## src/hw/rac_unused_placeholder_none.sv

```systemverilog
// Intentionally empty file holding no module
`timescale 1ns/1ps

```

## src/common/rac_pkg.sv

```systemverilog
// Package of offsets, field layouts and reset values for the alarm compare and flag block
package rac_pkg;

	// Register byte offsets on the bus (one aligned word each)
	localparam logic [7:0] RAC_OFS_SEC_ALARM  = 8'h00;
	localparam logic [7:0] RAC_OFS_MIN_ALARM  = 8'h04;
	localparam logic [7:0] RAC_OFS_HOUR_ALARM = 8'h08;
	localparam logic [7:0] RAC_OFS_WDAY_ALARM = 8'h0C;
	localparam logic [7:0] RAC_OFS_DATE_ALARM = 8'h10;
	localparam logic [7:0] RAC_OFS_MON_ALARM  = 8'h14;
	localparam logic [7:0] RAC_OFS_FLAG_CTRL  = 8'h18;

	// Compare enable position in every alarm register
	localparam int unsigned RAC_BIT_COMPARE_ON = 7;

	// Writable value bits of each alarm register, enable bit excluded
	localparam logic [6:0] RAC_MASK_SEC  = 7'h7F;
	localparam logic [6:0] RAC_MASK_MIN  = 7'h7F;
	localparam logic [6:0] RAC_MASK_HOUR = 7'h3F;
	localparam logic [6:0] RAC_MASK_WDAY = 7'h07;
	localparam logic [6:0] RAC_MASK_DATE = 7'h3F;
	localparam logic [6:0] RAC_MASK_MON  = 7'h1F;

	// Flag and interrupt control register layout
	localparam int unsigned RAC_BIT_CARRY_FLAG   = 7;
	localparam int unsigned RAC_BIT_CARRY_IRQ_ON = 4;
	localparam int unsigned RAC_BIT_ALARM_IRQ_ON = 3;
	localparam int unsigned RAC_BIT_ALARM_FLAG   = 0;
	localparam logic [7:0]  RAC_FLAG_CTRL_RESET  = 8'h00;

	// Number of alarm fields
	localparam int unsigned RAC_NUM_FIELDS = 6;

endpackage : rac_pkg

```

## src/hw/rac_alarm_flags.sv

```systemverilog
// Top of the alarm compare, carry flag and interrupt request block
//
// Summary of operation
// RL1: Compare only enabled fields; all must match.
// RL2: Software loads minute alarm 00..59 BCD.
// RL3: Hour alarm 00..23 BCD; bit 6 reads 0.
// RL4: Weekday alarm 0..6 in bits 2..0.
// RL5: Date alarm 01..31 BCD; bit 6 reads 0.
// RL6: Month alarm 01..12 BCD; bits 6..5 zero.
// RL7: Power-on clears enables; values never reset.
// RL8: Control register zero on power-on; manual keeps carry.
// RL9: Carry flag sets on 64 Hz/seconds count.
// RL10: Writing 0 clears carry; 1 sets it.
// RL11: Carry interrupt while carry flag and enable.
// RL12: Alarm interrupt while alarm flag and enable.
// RL13: Match sets alarm flag; write 0 clears.
// RL14: Reserved control bits read zero.
// RL15: Software avoids read-modify-write of control register.
// RL16: Software rereads counters when carry sets.
// RL17: Software initialises carry flag before use.
// RL18: Seconds alarm joins compare; power-on clears enable.
// RL19: Match checked per update; flag stays sticky.
`timescale 1ns/1ps
module rac_alarm_flags
	import rac_pkg::*;
(
	// Clock and power-on reset
	input  wire logic        clk_i,
	input  wire logic        rst_i,
	// Manual reset, synchronous, active high
	input  wire logic        manual_rst_i,
	// Wishbone slave
	input  wire logic        wb_cyc_i,
	input  wire logic        wb_stb_i,
	input  wire logic        wb_we_i,
	input  wire logic [7:0]  wb_adr_i,
	input  wire logic [3:0]  wb_sel_i,
	input  wire logic [31:0] wb_dat_i,
	output logic      [31:0] wb_dat_o,
	output logic             wb_ack_o,
	// Running BCD time counters
	input  wire logic [7:0]  seconds_counter_i,
	input  wire logic [7:0]  minutes_counter_i,
	input  wire logic [7:0]  hours_counter_i,
	input  wire logic [7:0]  weekday_counter_i,
	input  wire logic [7:0]  date_counter_i,
	input  wire logic [7:0]  month_counter_i,
	// Count-up events of the counter chain, one-cycle pulses
	input  wire logic        sixty_four_hz_count_i,
	input  wire logic        seconds_count_i,
	// Interrupt requests
	output logic             carry_irq_o,
	output logic             alarm_irq_o
);

	////////////////////////////////////////////////////////////////////////////
	// Declarations
	////////////////////////////////////////////////////////////////////////////

	logic        req_first;
	logic        req_done;
	logic        wr_stb;
	logic        lane0_wr;
	logic [7:0]  wdata;
	logic [7:0]  rdata_next;
	logic [31:0] dat_reg;

	logic        sel_sec;
	logic        sel_min;
	logic        sel_hour;
	logic        sel_wday;
	logic        sel_date;
	logic        sel_mon;
	logic        sel_ctrl;

	logic [7:0]  rd_sec;
	logic [7:0]  rd_min;
	logic [7:0]  rd_hour;
	logic [7:0]  rd_wday;
	logic [7:0]  rd_date;
	logic [7:0]  rd_mon;
	logic [7:0]  rd_ctrl;

	logic [RAC_NUM_FIELDS-1:0] field_on;
	logic [RAC_NUM_FIELDS-1:0] field_match;

	logic        carry_flag_reg;
	logic        carry_irq_on_reg;
	logic        alarm_irq_on_reg;
	logic        alarm_flag_reg;
	logic        update_seen_reg;
	logic        alarm_hit;
	logic        carry_event;
	logic        ctrl_wr;
	logic        carry_irq_reg;
	logic        alarm_irq_reg;

	////////////////////////////////////////////////////////////////////////////
	// Bus handshake and decode
	////////////////////////////////////////////////////////////////////////////

	// Registered ack, one wait state
	rac_wb_slave u_wb (
		.clk_i       (clk_i),
		.rst_i       (rst_i),
		.wb_cyc_i    (wb_cyc_i),
		.wb_stb_i    (wb_stb_i),
		.wb_ack_o    (wb_ack_o),
		.req_first_o (req_first),
		.req_done_o  (req_done)
	);

	// Writes land at the edge where the master samples ack
	assign wr_stb   = req_done && wb_we_i;
	assign lane0_wr = wr_stb && wb_sel_i[0];
	assign wdata    = wb_dat_i[7:0];

	// Address decode on whole words
	assign sel_sec  = (wb_adr_i[7:2] == RAC_OFS_SEC_ALARM[7:2]);
	assign sel_min  = (wb_adr_i[7:2] == RAC_OFS_MIN_ALARM[7:2]);
	assign sel_hour = (wb_adr_i[7:2] == RAC_OFS_HOUR_ALARM[7:2]);
	assign sel_wday = (wb_adr_i[7:2] == RAC_OFS_WDAY_ALARM[7:2]);
	assign sel_date = (wb_adr_i[7:2] == RAC_OFS_DATE_ALARM[7:2]);
	assign sel_mon  = (wb_adr_i[7:2] == RAC_OFS_MON_ALARM[7:2]);
	assign sel_ctrl = (wb_adr_i[7:2] == RAC_OFS_FLAG_CTRL[7:2]);

	////////////////////////////////////////////////////////////////////////////
	// Alarm field registers
	////////////////////////////////////////////////////////////////////////////

	// RL18: seconds alarm field
	rac_field_cmp #(.VALUE_MASK(RAC_MASK_SEC)) u_sec (
		.clk_i     (clk_i),
		.por_i     (rst_i),
		.wr_i      (lane0_wr && sel_sec),
		.wdata_i   (wdata),
		.count_i   (seconds_counter_i),
		.rdata_o   (rd_sec),
		.enabled_o (field_on[0]),
		.match_o   (field_match[0])
	);

	// RL2: minute alarm field
	rac_field_cmp #(.VALUE_MASK(RAC_MASK_MIN)) u_min (
		.clk_i     (clk_i),
		.por_i     (rst_i),
		.wr_i      (lane0_wr && sel_min),
		.wdata_i   (wdata),
		.count_i   (minutes_counter_i),
		.rdata_o   (rd_min),
		.enabled_o (field_on[1]),
		.match_o   (field_match[1])
	);

	// RL3: hour alarm field, bit 6 read-only
	rac_field_cmp #(.VALUE_MASK(RAC_MASK_HOUR)) u_hour (
		.clk_i     (clk_i),
		.por_i     (rst_i),
		.wr_i      (lane0_wr && sel_hour),
		.wdata_i   (wdata),
		.count_i   (hours_counter_i),
		.rdata_o   (rd_hour),
		.enabled_o (field_on[2]),
		.match_o   (field_match[2])
	);

	// RL4: weekday alarm field, bits 6..3 read-only
	rac_field_cmp #(.VALUE_MASK(RAC_MASK_WDAY)) u_wday (
		.clk_i     (clk_i),
		.por_i     (rst_i),
		.wr_i      (lane0_wr && sel_wday),
		.wdata_i   (wdata),
		.count_i   (weekday_counter_i),
		.rdata_o   (rd_wday),
		.enabled_o (field_on[3]),
		.match_o   (field_match[3])
	);

	// RL5: date alarm field, bit 6 read-only
	rac_field_cmp #(.VALUE_MASK(RAC_MASK_DATE)) u_date (
		.clk_i     (clk_i),
		.por_i     (rst_i),
		.wr_i      (lane0_wr && sel_date),
		.wdata_i   (wdata),
		.count_i   (date_counter_i),
		.rdata_o   (rd_date),
		.enabled_o (field_on[4]),
		.match_o   (field_match[4])
	);

	// RL6: month alarm field, bits 6..5 read-only
	rac_field_cmp #(.VALUE_MASK(RAC_MASK_MON)) u_mon (
		.clk_i     (clk_i),
		.por_i     (rst_i),
		.wr_i      (lane0_wr && sel_mon),
		.wdata_i   (wdata),
		.count_i   (month_counter_i),
		.rdata_o   (rd_mon),
		.enabled_o (field_on[5]),
		.match_o   (field_match[5])
	);

	////////////////////////////////////////////////////////////////////////////
	// Alarm detection
	////////////////////////////////////////////////////////////////////////////

	// Delay the seconds update by one cycle so counters have settled
	always_ff @(posedge clk_i) begin
		if (rst_i) begin
			update_seen_reg <= 1'b0;
		end else begin
			update_seen_reg <= seconds_count_i;
		end
	end

	// RL1: every enabled field equal, at least one enabled
	// RL19: evaluated once per time update
	assign alarm_hit = update_seen_reg && (|field_on) && (&field_match);

	////////////////////////////////////////////////////////////////////////////
	// Flag and interrupt control register
	////////////////////////////////////////////////////////////////////////////

	assign ctrl_wr     = lane0_wr && sel_ctrl;
	assign carry_event = sixty_four_hz_count_i || seconds_count_i;

	// RL9: carry flag set by count-up, set beats clear
	// RL10: write 0 clears, write 1 sets
	// RL8: manual reset leaves carry flag as it was
	always_ff @(posedge clk_i) begin
		if (rst_i) begin
			carry_flag_reg <= RAC_FLAG_CTRL_RESET[RAC_BIT_CARRY_FLAG];
		end else if (carry_event) begin
			carry_flag_reg <= 1'b1;
		end else if (ctrl_wr) begin
			carry_flag_reg <= wdata[RAC_BIT_CARRY_FLAG];
		end
	end

	// RL13: alarm flag sticky, write 0 clears, set beats clear
	// RL8: manual reset clears it
	always_ff @(posedge clk_i) begin
		if (rst_i || manual_rst_i) begin
			alarm_flag_reg <= RAC_FLAG_CTRL_RESET[RAC_BIT_ALARM_FLAG];
		end else if (alarm_hit) begin
			alarm_flag_reg <= 1'b1;
		end else if (ctrl_wr && !wdata[RAC_BIT_ALARM_FLAG]) begin
			alarm_flag_reg <= 1'b0;
		end
	end

	// RL8: interrupt enables cleared by either reset
	always_ff @(posedge clk_i) begin
		if (rst_i || manual_rst_i) begin
			carry_irq_on_reg <= RAC_FLAG_CTRL_RESET[RAC_BIT_CARRY_IRQ_ON];
			alarm_irq_on_reg <= RAC_FLAG_CTRL_RESET[RAC_BIT_ALARM_IRQ_ON];
		end else if (ctrl_wr) begin
			carry_irq_on_reg <= wdata[RAC_BIT_CARRY_IRQ_ON];
			alarm_irq_on_reg <= wdata[RAC_BIT_ALARM_IRQ_ON];
		end
	end

	// RL14: reserved bits read zero
	always_comb begin
		rd_ctrl                       = 8'h00;
		rd_ctrl[RAC_BIT_CARRY_FLAG]   = carry_flag_reg;
		rd_ctrl[RAC_BIT_CARRY_IRQ_ON] = carry_irq_on_reg;
		rd_ctrl[RAC_BIT_ALARM_IRQ_ON] = alarm_irq_on_reg;
		rd_ctrl[RAC_BIT_ALARM_FLAG]   = alarm_flag_reg;
	end

	////////////////////////////////////////////////////////////////////////////
	// Interrupt requests
	////////////////////////////////////////////////////////////////////////////

	// RL11: carry request follows flag and enable
	always_ff @(posedge clk_i) begin
		if (rst_i) begin
			carry_irq_reg <= 1'b0;
		end else begin
			carry_irq_reg <= carry_flag_reg && carry_irq_on_reg;
		end
	end

	// RL12: alarm request follows flag and enable
	always_ff @(posedge clk_i) begin
		if (rst_i) begin
			alarm_irq_reg <= 1'b0;
		end else begin
			alarm_irq_reg <= alarm_flag_reg && alarm_irq_on_reg;
		end
	end

	assign carry_irq_o = carry_irq_reg;
	assign alarm_irq_o = alarm_irq_reg;

	////////////////////////////////////////////////////////////////////////////
	// Read data path
	////////////////////////////////////////////////////////////////////////////

	// Read mux; unmapped words read zero
	always_comb begin
		rdata_next = 8'h00;
		case (1'b1)
			sel_sec:  rdata_next = rd_sec;
			sel_min:  rdata_next = rd_min;
			sel_hour: rdata_next = rd_hour;
			sel_wday: rdata_next = rd_wday;
			sel_date: rdata_next = rd_date;
			sel_mon:  rdata_next = rd_mon;
			sel_ctrl: rdata_next = rd_ctrl;
			default:  rdata_next = 8'h00;
		endcase
	end

	// Read data captured with the ack, upper bits zero
	always_ff @(posedge clk_i) begin
		if (rst_i) begin
			dat_reg <= 32'h0000_0000;
		end else if (req_first && !wb_we_i) begin
			dat_reg <= {24'h00_0000, rdata_next};
		end else if (req_first) begin
			dat_reg <= 32'h0000_0000;
		end
	end

	assign wb_dat_o = dat_reg;

endmodule : rac_alarm_flags

```

## src/hw/rac_field_cmp.sv

```systemverilog
// One alarm field register with its compare against a time counter
`timescale 1ns/1ps
module rac_field_cmp
	import rac_pkg::*;
#(
	parameter logic [6:0] VALUE_MASK = 7'h7F
) (
	// Clock and power-on reset
	input  wire logic       clk_i,
	input  wire logic       por_i,
	// Register write port
	input  wire logic       wr_i,
	input  wire logic [7:0] wdata_i,
	// Running counter value
	input  wire logic [7:0] count_i,
	// Read-back and compare result
	output logic      [7:0] rdata_o,
	output logic            enabled_o,
	output logic            match_o
);

	logic       compare_on_reg;
	logic [6:0] value_reg;

	// RL7: enable cleared on power-on
	// Enable bit: of the two resets, cleared by power-on reset only
	always_ff @(posedge clk_i) begin
		if (por_i) begin
			compare_on_reg <= 1'b0;
		end else if (wr_i) begin
			compare_on_reg <= wdata_i[RAC_BIT_COMPARE_ON];
		end
	end

	// Value bits: no reset, kept through manual and power-on reset
	always_ff @(posedge clk_i) begin
		if (wr_i) begin
			value_reg <= wdata_i[6:0] & VALUE_MASK;
		end
	end

	// Read-only bits read zero
	assign rdata_o   = {compare_on_reg, value_reg & VALUE_MASK};
	assign enabled_o = compare_on_reg;

	// RL1: masked field compare
	assign match_o = !compare_on_reg || ((value_reg & VALUE_MASK) == (count_i[6:0] & VALUE_MASK));

endmodule : rac_field_cmp

```

## src/hw/rac_wb_slave.sv

```systemverilog
// Classic Wishbone slave handshake: one request strobe and a registered ack
`timescale 1ns/1ps
module rac_wb_slave (
	// Clock and reset
	input  wire logic clk_i,
	input  wire logic rst_i,
	// Bus request
	input  wire logic wb_cyc_i,
	input  wire logic wb_stb_i,
	// Handshake outputs
	output logic      wb_ack_o,
	output logic      req_first_o,
	output logic      req_done_o
);

	logic ack_reg;

	// Ack one cycle after the request, dropped the cycle after
	always_ff @(posedge clk_i) begin
		if (rst_i) begin
			ack_reg <= 1'b0;
		end else begin
			ack_reg <= wb_cyc_i && wb_stb_i && !ack_reg;
		end
	end

	assign wb_ack_o    = ack_reg;
	assign req_first_o = wb_cyc_i && wb_stb_i && !ack_reg;
	assign req_done_o  = wb_cyc_i && wb_stb_i && ack_reg;

endmodule : rac_wb_slave

```

## config.mk

```make
export PLATFORM = sky130hd
export DESIGN_NAME = rac_alarm_flags
export DESIGN_NICKNAME = d
export VERILOG_FILES = /design/src/hw/rac_unused_placeholder_none.sv /design/src/common/rac_pkg.sv /design/src/hw/rac_alarm_flags.sv /design/src/hw/rac_field_cmp.sv /design/src/hw/rac_wb_slave.sv
export SDC_FILE = /design/constraint.sdc
export NUM_CORES = 1
export LEC_CHECK = 0
export BUFFER_PORTS_ARGS = -buffer_cell sky130_fd_sc_hd__buf_4
export CAP_MARGIN = 30
export CORE_ASPECT_RATIO = 1.25
export CORE_MARGIN = 8
export CORE_UTILIZATION = 40
export DETAILED_ROUTE_END_ITERATION = 8
export GPL_TIMING_DRIVEN = 0
export PLACE_DENSITY = 0.71
export SETUP_SLACK_MARGIN = 0.15
export SLEW_MARGIN = 20
export SYNTH_ARGS = -nofsm -noshare
export SYNTH_HDL_FRONTEND = slang
export SYNTH_SLANG_ARGS = --single-unit
```

## constraint.sdc

```tcl
create_clock -name clk_i -period 2.5 [get_ports clk_i]
set_clock_uncertainty 0.15 [all_clocks]
set_input_delay 0.5 -clock clk_i [delete_from_list [all_inputs] [get_ports clk_i]]
set_output_delay 0.5 -clock clk_i [all_outputs]
set_load 0.03 [all_outputs]
```

==> results.md, run 1 <==
- Reg power frac: 53.4%
- WP depth: 6
- DRT antenna net count: 0
- Slew Viols, Final: 0
- Placed Cells: 435
- Final Hold Vio Count: 0
- CTS buffer count: 5
- Fin cells: 443
- 1st-pass router iterations: 4
- CTS tree: done
- Synth cell count leaders: edfxtp_1 (34), buf_4 (24), dfxtp_1 (22), xnor2_1 (22), nor2_1 (19)
- Number of top-level pins: 135
- Post-route minimum period: 2.216 ns
- First-pass GRT wire length: 11.79 mm
- Place WS: -0.2097 ns
- Total global-route track usage: 15.19%
- Largest net degree at the start of global routing: 19
- Slew @ Worst Pin: 0.7781 ns
- Clk_lat worst skew: 0.31 ns
- Row cnt: 34
- Die area: 10,000 um^2
- Starting density of the core: 40.89%
- WL/cell: 17.02 um
- Delay of the slowest cell on the worst path: 0.67 ns
- Final instance area: 3631 um^2
- Worst setup margin: 0.2840 ns
- Sw frac: 23.76%
- Crit path max fanout: 10
- Diodes inserted: 0
- Critical Path AT: 2.25 ns
- Vias per std cell: 4.989
- P_int: 1.402 mW
- MaxCap Viol Count: 0
- Status: finished, final reports clean
- Clock tree sinks: 56
- Number of synthesized flops with an enable pin: 34
- Detail Placement HPWL: 6.206 mm
- Comb power frac: 14.3%
- Synth top area share: 36.23%
- Final Net Count: 452
- Syn_area_per_cell: 10.96 um^2
- Yosys cell types: 40
- Synth Flop Type: edfxtp_1
- Critical path's top delay family: buffers and inverters
- Synth area leader: edfxtp_1
- Leak: 1.464 nW
- FF+latch count, synth: 56
- Worst-path clk slew: 0.10 ns
- Post-Route WL: 7.541 mm
- Port Buf Inserts: 64
- Sequential area share after synthesis: 51.87%
- Final period utilization: 88.64%
- CTS Root Cell: clkbuf_8
- Clk network pwr share: 32.4%
- Cells after Synth: 257
- Worst EP required: 2.53 ns
- Vias in the first global route: 2,374
- Bufs and invs on worst path: 3
- Endpoint class of the critical path: flop
- Via count: 2,210
- Final setup viols: 0
- WHS Path Cells: 2
- Final core occ: 52.69%
- Overflow after GRT: 0
- Most frequent cell after synthesis: edfxtp_1
- Type of origin of the critical path: input pin
- Hold crit path type: in2reg
- WS Path Type: in2reg
- Reg2Reg Depth: 5
- Dominant cells by area after synthesis: edfxtp_1 (36%), dfxtp_1 (16%), xnor2_1 (6.8%), mux2i_1 (6.4%), buf_4 (6.4%)
- PD cells: 506.3 nW/um^2
- Area after DPL: 3502 um^2
- Core Region: 6892 um^2
- Bufs on Longest Clock Path: 2
- Rel. slew slack: 47.65%
- Asr flop ratio synth: 0%
- RSZ-0062 raised after global routing: no
- RePlAce Congestion: 0.9178
- Max VDD drop: 0.2942 mV
- Hold Buf Count CTS: 0
- Fmax: 451.3 MHz
- DRC: 0
- NetSw: 436.9 uW
- Antenna violations before repair: 0
- DIE WIDTH: 91.07 um
- H-tree lvl count: 2
- Max reg flops: 8
- Initial drt markers: 144
- Critical-path cell list: buf_4 -> clkbuf_1 -> inv_1 -> nor3_1 -> mux2i_1 -> nor2_1
- Ys Warns: 0
- Synth-to-Final Area Change: 28.86%
- Netlist Area Pre-Place: 2818 um^2
- Layout cell share with drive strength beyond 1: 30.59%
- Critical path's slowest cell: nor3_1
- Die height: 109.8 um
==> per-layer routing <==
| metal | wire, um | track usage (%) | vias up |
|---|---|---|---|
| li1 | - | - | 1068 |
| met3 | 580 | 4.030 | 14 |
| met4 | 201 | 8.089 | 0 |
| met5 | 0 | 0 | - |
| met2 | 3810 | 26.69 | 105 |
| met1 | 2948 | 16.58 | 1023 |
==> logic make-up after synthesis <==
family	count (synthesis)	synth area share (%)
mux	20	7.193
flops	56	51.86
other cells	1	0.1331
compound gates	42	9.902
buf+inv	34	8.126
xor+xnor	34	10.57
simple gates	70	12.21
==> stage by stage <==
| stage | hold slack [ns] | total power, mW | TNS, ns |
|---|---|---|---|
| 2_1_floorplan | 0.2720 | 1.154 | 0 |
| 3_3_place_gp | 0.2852 | 1.260 | -3.740 |
| 3_5_place_dp | 0.2895 | 1.262 | -2.383 |
| 4_1_cts | 0.2074 | 1.846 | 0 |
| 5_1_grt | 0.2137 | 1.898 | 0 |
| 6_report | 0.2065 | 1.838 | 0 |
==> cell usage in the layout, fill, tap and decap left out, types with 5 or more instances in the layout <==
cell      count
nand4_1       5
nand2_1      15
nor3_1        5
o21ai_0      14
xnor2_1      22
edfxtp_1     34
nor2b_1       5
mux2i_1      18
buf_4        88
clkbuf_8      5
nor2_1       18
dfxtp_1      22
conb_1       24
nand3_1       5
xor2_1       12
a21oi_1       9
==> repair_timing <==
| action | in CTS | in global routing |
|---|---|---|
| resized for setup | 1 | 2 |
| setup buffers | 0 | 0 |
| endpoints found under the setup margin | 1 | 12 |
| cloned | 0 | 0 |
==> power groups by stage <==
stage          Sequential, mW  Clock [mW]  Combinational [mW]
2_1_floorplan            1.00           0               0.149
3_3_place_gp             1.00           0               0.258
3_5_place_dp             1.00           0               0.259
4_1_cts                 0.981       0.605               0.260
5_1_grt                 0.982       0.635               0.282
6_report                0.981       0.595               0.262
==> final timing paths <==
| check | from | to | slack (ns) |
|---|---|---|---|
| worst min register to register | wb_dat_o[5] | wb_dat_o[5] | 0.30 |
| worst max register to register | u_wb.wb_ack_o | u_min.enabled_o | 0.47 |
| worst max-delay path | wb_adr_i[3] | u_wday.enabled_o | 0.28 |
| worst min-delay path | manual_rst_i | alarm_irq_on_reg | 0.21 |
==> cell type report <==
| cell class | count | area [um^2] |
|---|---|---|
| Fill cell | 633 | 3261 |
| Sequential cell | 56 | 1461 |
| Multi-Input combinational cell | 190 | 1226 |
| Timing Repair Buffer | 65 | 485.5 |
| Buffer | 31 | 215.2 |
| Tap cell | 90 | 112.6 |
| Clock buffer | 5 | 68.82 |
| Clock inverter | 3 | 47.55 |
| Inverter | 3 | 13.76 |
(Power assumes the default switching activity.)
==> run 2, diff against run 1 <==
ABC_AREA = 1   (was unset)
PLACE_DENSITY = 0.69   (was 0.71)
SKIP_LAST_GASP = 1   (was unset)
==> results.md, run 2 <==
- Number of top-level pins: 135
- Netlist Area Pre-Place: 3122 um^2
- Via count: 2,721
- Post-Synth Adder-Cell Area: 0%
- Post-synthesis simple-gate area fraction: 27.41%
- Layout cell share with drive strength beyond 1: 25.00%
- Final setup viols: 0
- Critical Path AT: 1.64 ns
- Most common cell after layout, fill and taps aside: nand2_1
- Starting density of the core: 40.53%
- Max VDD drop: 0.2714 mV
- Max reg flops: 8
- Initial drt markers: 133
- WL/cell: 13.60 um
- Fmax: 542.9 MHz
- Number of synthesized flops with an enable pin: 34
- DRT antenna net count: 0
- Compound-gate portion of the synthesized area: 7.856%
- Status: finished, final reports clean
- Antenna violations before repair: 0
- Slew Viols, Final: 0
- Setup TNS: 0 ns
- RePlAce Congestion: 0.9335
- Vias per std cell: 4.604
- Largest family of logic cells by synthesized area: simple AND/OR/NAND/NOR gates
- Diodes inserted: 0
- Synth Area in XOR/XNOR: 4.208%
- Synth cell count leaders: nand2_1 (110), inv_1 (53), nor2_1 (37)
- DIE WIDTH: 95.02 um
- Crit path max fanout: 10
- Vias in the first global route: 2,796
- Core Region: 7702 um^2
- CTS Root Cell: clkbuf_8
- Area after DPL: 3830 um^2
- Final Hold Vio Count: 0
- Clock tree sinks: 56
- Dominant cells by area after synthesis: edfxtp_1 (33%), dfxtp_1 (14%), nand2_1 (13%), inv_1 (6.4%), buf_4 (5.8%)
- Worst hold margin: 0.2243 ns
- Bufs on Longest Clock Path: 2
- Delay of the slowest cell on the worst path: 0.56 ns
- Synth top area share: 32.71%
- RSZ-0062 raised after global routing: no
- Bufs and invs on worst path: 2
- Synth Flop Type: edfxtp_1
- PD cells: 447.8 nW/um^2
- Largest net degree at the start of global routing: 17
- Post-Route WL: 8.039 mm
- Final instance area: 3924 um^2
- Leak: 1.932 nW
- Power Total: 1.757 mW
- Final period utilization: 73.67%
- Final Net Count: 595
- Ys Warns: 0
- Yosys cell types: 29
- Die height: 114.8 um
- 1st-pass router iterations: 4
- FILL cells: 734
- Port Buf Inserts: 67
- Critical-path cell list: buf_4 -> nor2_4 -> buf_6 -> nand4_1 -> nor2_1
- Final core occ: 50.94%
- Synth area leader: edfxtp_1
- DRC: 0
- Synth-to-Final Area Change: 25.69%
- FF+latch count, synth: 56
- Most frequent cell after synthesis: nand2_1
- WS Path Type: in2reg
- Mux cell area share after synthesis: 0%
- Cells after Synth: 398
- Rel. slew slack: 55.32%
- Hold crit path type: in2reg
- Syn_area_per_cell: 7.844 um^2
- Clk_lat worst skew: 0.31 ns
- CTS resizes: 0
- Post-route minimum period: 1.842 ns
- First-pass GRT wire length: 12.77 mm
- Worst EP required: 2.30 ns
- Row cnt: 36
- Worst-path clk slew: 0.10 ns
- Slew @ Worst Pin: 0.6677 ns
- Overflow after GRT: 0
- Die area: 10,900 um^2
- MaxCap Viol Count: 0
- CTS buffer count: 5
- Post-CTS Setup Inserts: 0
- Detail Placement HPWL: 6.596 mm
- Most frequent cells in the layout: nand2_1 (110), buf_4 (91), inv_1 (53)
- Endpoint class of the critical path: flop
- Critical path's top delay family: simple AND/OR/NAND/NOR gates
- Hold Buf Count CTS: 0
- Critical path's slowest cell: nor2_1
- Asr flop ratio synth: 0%
- Total global-route track usage: 15.15%
- H-tree lvl count: 2
- CTS tree: done
- Type of origin of the critical path: input pin
- Sequential area share after synthesis: 46.81%
[run 2: changes by cell type in the layout (fill, tap and decap cells not counted), moves of 15 or more]
cell     previous run  this run
nand3_1             5        22
inv_1               2        53
a21oi_1             9        29
mux2i_1            18         0
nand2_1            15       110
xnor2_1            22         7
nor2_1             18        37
[run 2: path summary, 6_finish.rpt]
path	slack (ns)	endpoint	cells after the start	start
worst min-delay path	0.22	u_sec.value_reg[6]	1	wb_dat_i[6]
worst min register to register	0.32	alarm_irq_o	2	alarm_irq_on_reg
worst max-delay path	0.66	u_min.value_reg[4]	5	wb_adr_i[7]
worst max register to register	0.75	u_min.value_reg[4]	2	u_wb.wb_ack_o
[run 2: power by group]
part           internal [mW]  switching (mW)  leakage, nW  total, mW
logic                  0.115           0.145         1.40      0.261
clock network          0.230           0.285       0.0518      0.515
registers              0.979         0.00181        0.483      0.981
[run 2: layout make-up]
type,instances,area (um^2),area share [%]
plain buffers,27,206.4,5.261
well taps,95,118.9,3.029
clock buffers,7,87.58,2.232
multi-input cells,280,1323,33.71
clock inverters,1,6.256,0.1594
repair buffers,67,503.0,12.82
flip-flops and latches,56,1461,37.24
inverters,58,217.7,5.548
[run 2: per-stage QoR]
stage                     instances  setup WS (ns)
after floorplan                 421         0.6741
after detailed placement        583         0.3139
after global placement          583         0.3514
after CTS                       591         0.6668
final                           591         0.6582
after global routing            591         0.5036
[run 2: layer usage]
| layer | up-vias | part of all wire [%] | track usage [%] |
|---|---|---|---|
| met4 | 0 | 2.5 | 7.620 |
| met5 | - | 0 | 0 |
| met1 | 1200 | 37 | 16.22 |
| li1 | 1400 | - | - |
| met2 | 106 | 51 | 27.09 |
| met3 | 15 | 9.1 | 3.331 |
[run 2: cells by family after synthesis]
logic type / after synthesis
flops: 56
buf+inv: 85
other cells: 1
xor+xnor: 15
simple gates: 194
compound gates: 47
[run 2: worst register-to-register path, delay by kind of cell (launching register included)]
family	cells	cell delay (ns)
AND/OR/NAND/NOR	2	0.86
flip-flops	1	0.38
==> run 3, diff against run 2 <==
PLACE_DENSITY = 0.72   (was 0.69)
clock period = 1.6 ns   (was 2.5 ns; I/O delays follow)
==> results.md, run 3 (synthesis results as in run 2) <==
- NetSw: 729.1 uW
- Delay of the slowest cell on the worst path: 0.23 ns
- Total global-route track usage: 15.56%
- Endpoint class of the critical path: flop
- Sw frac: 24.95%
- 1st-pass router iterations: 4
- CTS buffer count: 5
- Synth-to-Final Area Change: 32.18%
- Bufs on Longest Clock Path: 2
- Starting density of the core: 40.53%
- PD cells: 708.1 nW/um^2
- Number of top-level pins: 135
- Status: finished, final reports clean
- CTS Root Cell: clkbuf_8
- Via count: 2,765
- Worst-path clk slew: 0.11 ns
- Worst R2R End: alarm_flag_reg
- MaxCap Viol Count: 0
- Final period utilization: 92.15%
- Overflow after GRT: 0
- WS Path Type: in2reg
- Post-route minimum period: 1.474 ns
- Port Buf Inserts: 67
- Bufs and invs on worst path: 3
- Antenna violations before repair: 0
- Most common cell after layout, fill and taps aside: nand2_1
- Final instance area: 4126 um^2
- Row cnt: 36
- Crit path max fanout: 9
- Area after DPL: 3856 um^2
- Min-Delay Startpoint: wb_dat_i[6]
- WP depth: 6
- Critical Path AT: 1.32 ns
- Reg2Reg Depth: 9
- Reg power frac: 52.5%
- CTS tree: done
- Clk_lat worst skew: 0.31 ns
- Critical-path cell list: buf_4 -> nor2_4 -> buf_6 -> nand4_1 -> buf_4 -> nor2_4
- H-tree lvl count: 2
- Type of origin of the critical path: input pin
- Max VDD drop: 0.4877 mV
- Final Hold Vio Count: 0
- RSZ-0062 raised after global routing: yes
- RR Startpoint: u_sec.value_reg[2]
- WL/cell: 13.73 um
- Critical path's top delay family: simple AND/OR/NAND/NOR gates
- Place WS: -0.2485 ns
- Post-Route WL: 8.268 mm
- Die area: 10,900 um^2
- Clock tree sinks: 56
- Fmax: 678.2 MHz
- Final Net Count: 606
- Slew Viols, Final: 0
- Leak: 2.034 nW
- Highest routing layer actually used: met4
- Initial drt markers: 155
- WHS Path Cells: 1
- Layout cell share with drive strength beyond 1: 28.99%
- Largest net degree at the start of global routing: 19
- Worst R2R Setup Slack: 0.13 ns
- Diodes inserted: 0
- Core Region: 7702 um^2
- Met3 wire len: 548 um
- Worst EP required: 1.45 ns
- Hold endpoint: u_min.value_reg[6]
- Clk network pwr share: 32.8%
- Hold crit path type: in2reg
- Vias per std cell: 4.593
- DRT antenna net count: 0
- P_int: 2.193 mW
- Most frequent cells in the layout: nand2_1 (110), buf_4 (101), inv_1 (49)
- Vias in the first global route: 2,819
- Max reg flops: 8
- Die height: 114.8 um
- DRC: 0
- Worst setup margin: 0.1256 ns
- DIE WIDTH: 95.02 um
- RePlAce Congestion: 0.8864
- First-pass GRT wire length: 13.19 mm
- WL met1: 3.069 mm
- Final setup viols: 0
- Critical path's slowest cell: nor2_4
- Detail Placement HPWL: 6.710 mm
- Comb power frac: 14.7%
- Met2 WL: 4.400 mm
run 3: changes by cell type in the layout (fill, tap and decap cells not counted), moves of 3 or more:
cell / before / now
inv_2: 5 / 9
o21ai_1: 1 / 4
nor2_2: 4 / 1
inv_1: 53 / 49
nor2_4: 5 / 12
o21ai_0: 14 / 11
nor2_1: 37 / 33
buf_4: 91 / 101
run 3: worst max-delay path by stage:
stage / start / end / slack [ns]
floorplan: wb_adr_i[7] / u_min.value_reg[0] / 0.09
global placement: wb_adr_i[7] / u_min.value_reg[0] / -0.21
detailed placement: wb_adr_i[7] / u_min.value_reg[6] / -0.25
CTS: u_date.value_reg[4] / alarm_flag_reg / 0.10
global route: u_date.value_reg[2] / alarm_flag_reg / -0.002
finish: wb_adr_i[7] / u_min.value_reg[2] / 0.13
run 3: per-layer routing:
layer / vias to the layer above / track usage [%]
met5: - / 0
met4: 0 / 7.307
met3: 14 / 2.743
met2: 89 / 28.67
met1: 1238 / 16.55
li1: 1424 / -
run 3: worst register-to-register path: stages, from the launching register on:
cell and delay [ns]:
edfxtp_1 0.43, xnor2_1 0.19, nand2_1 0.08, nor2_1 0.10, nand2_1 0.07, nand2_1 0.06, nand2_1 0.05, nor2_1 0.09
nand2_1 0.08, a21oi_1 0.12
run 3: power groups by stage:
stage	clock [mW]	combinational (mW)	sequential, mW
floorplan	0	0.233	1.57
global placement	0	0.401	1.57
detailed placement	0	0.409	1.57
CTS	0.966	0.418	1.53
global route	1.03	0.468	1.53
finish	0.959	0.429	1.53
run 3: through the flow:
step           utilization [%]  total power, mW  std cells   TNS [ns]  hold WS (ns)
5_1_grt                  53.57            3.028        602  -0.002172       0.01901
3_5_place_dp             50.07            1.976        583     -6.990        0.3097
2_1_floorplan                -            1.804        421          0        0.2391
4_1_cts                  52.24            2.918        595          0       0.02759
3_3_place_gp             50.07            1.968        583     -5.398        0.3058
6_report                 53.57            2.922        602          0       0.03324
run 3: timing repair:
action                                  CTS  global route
buffers inserted                          4             7
hold buffers                              0             0
endpoints found under the setup margin   17            42
resized for setup                         7            13
gates cloned                              0             0
pin swaps                                 3            10
run 3: cell type report:
cell class / instances / area (um^2)
Buffer: 27 / 206.4
Clock buffer: 5 / 68.82
Clock inverter: 3 / 45.04
Fill cell: 752 / 3576
Inverter: 58 / 217.7
Multi-Input combinational cell: 280 / 1409
Sequential cell: 56 / 1463
Tap cell: 95 / 118.9
Timing Repair Buffer: 78 / 598.1
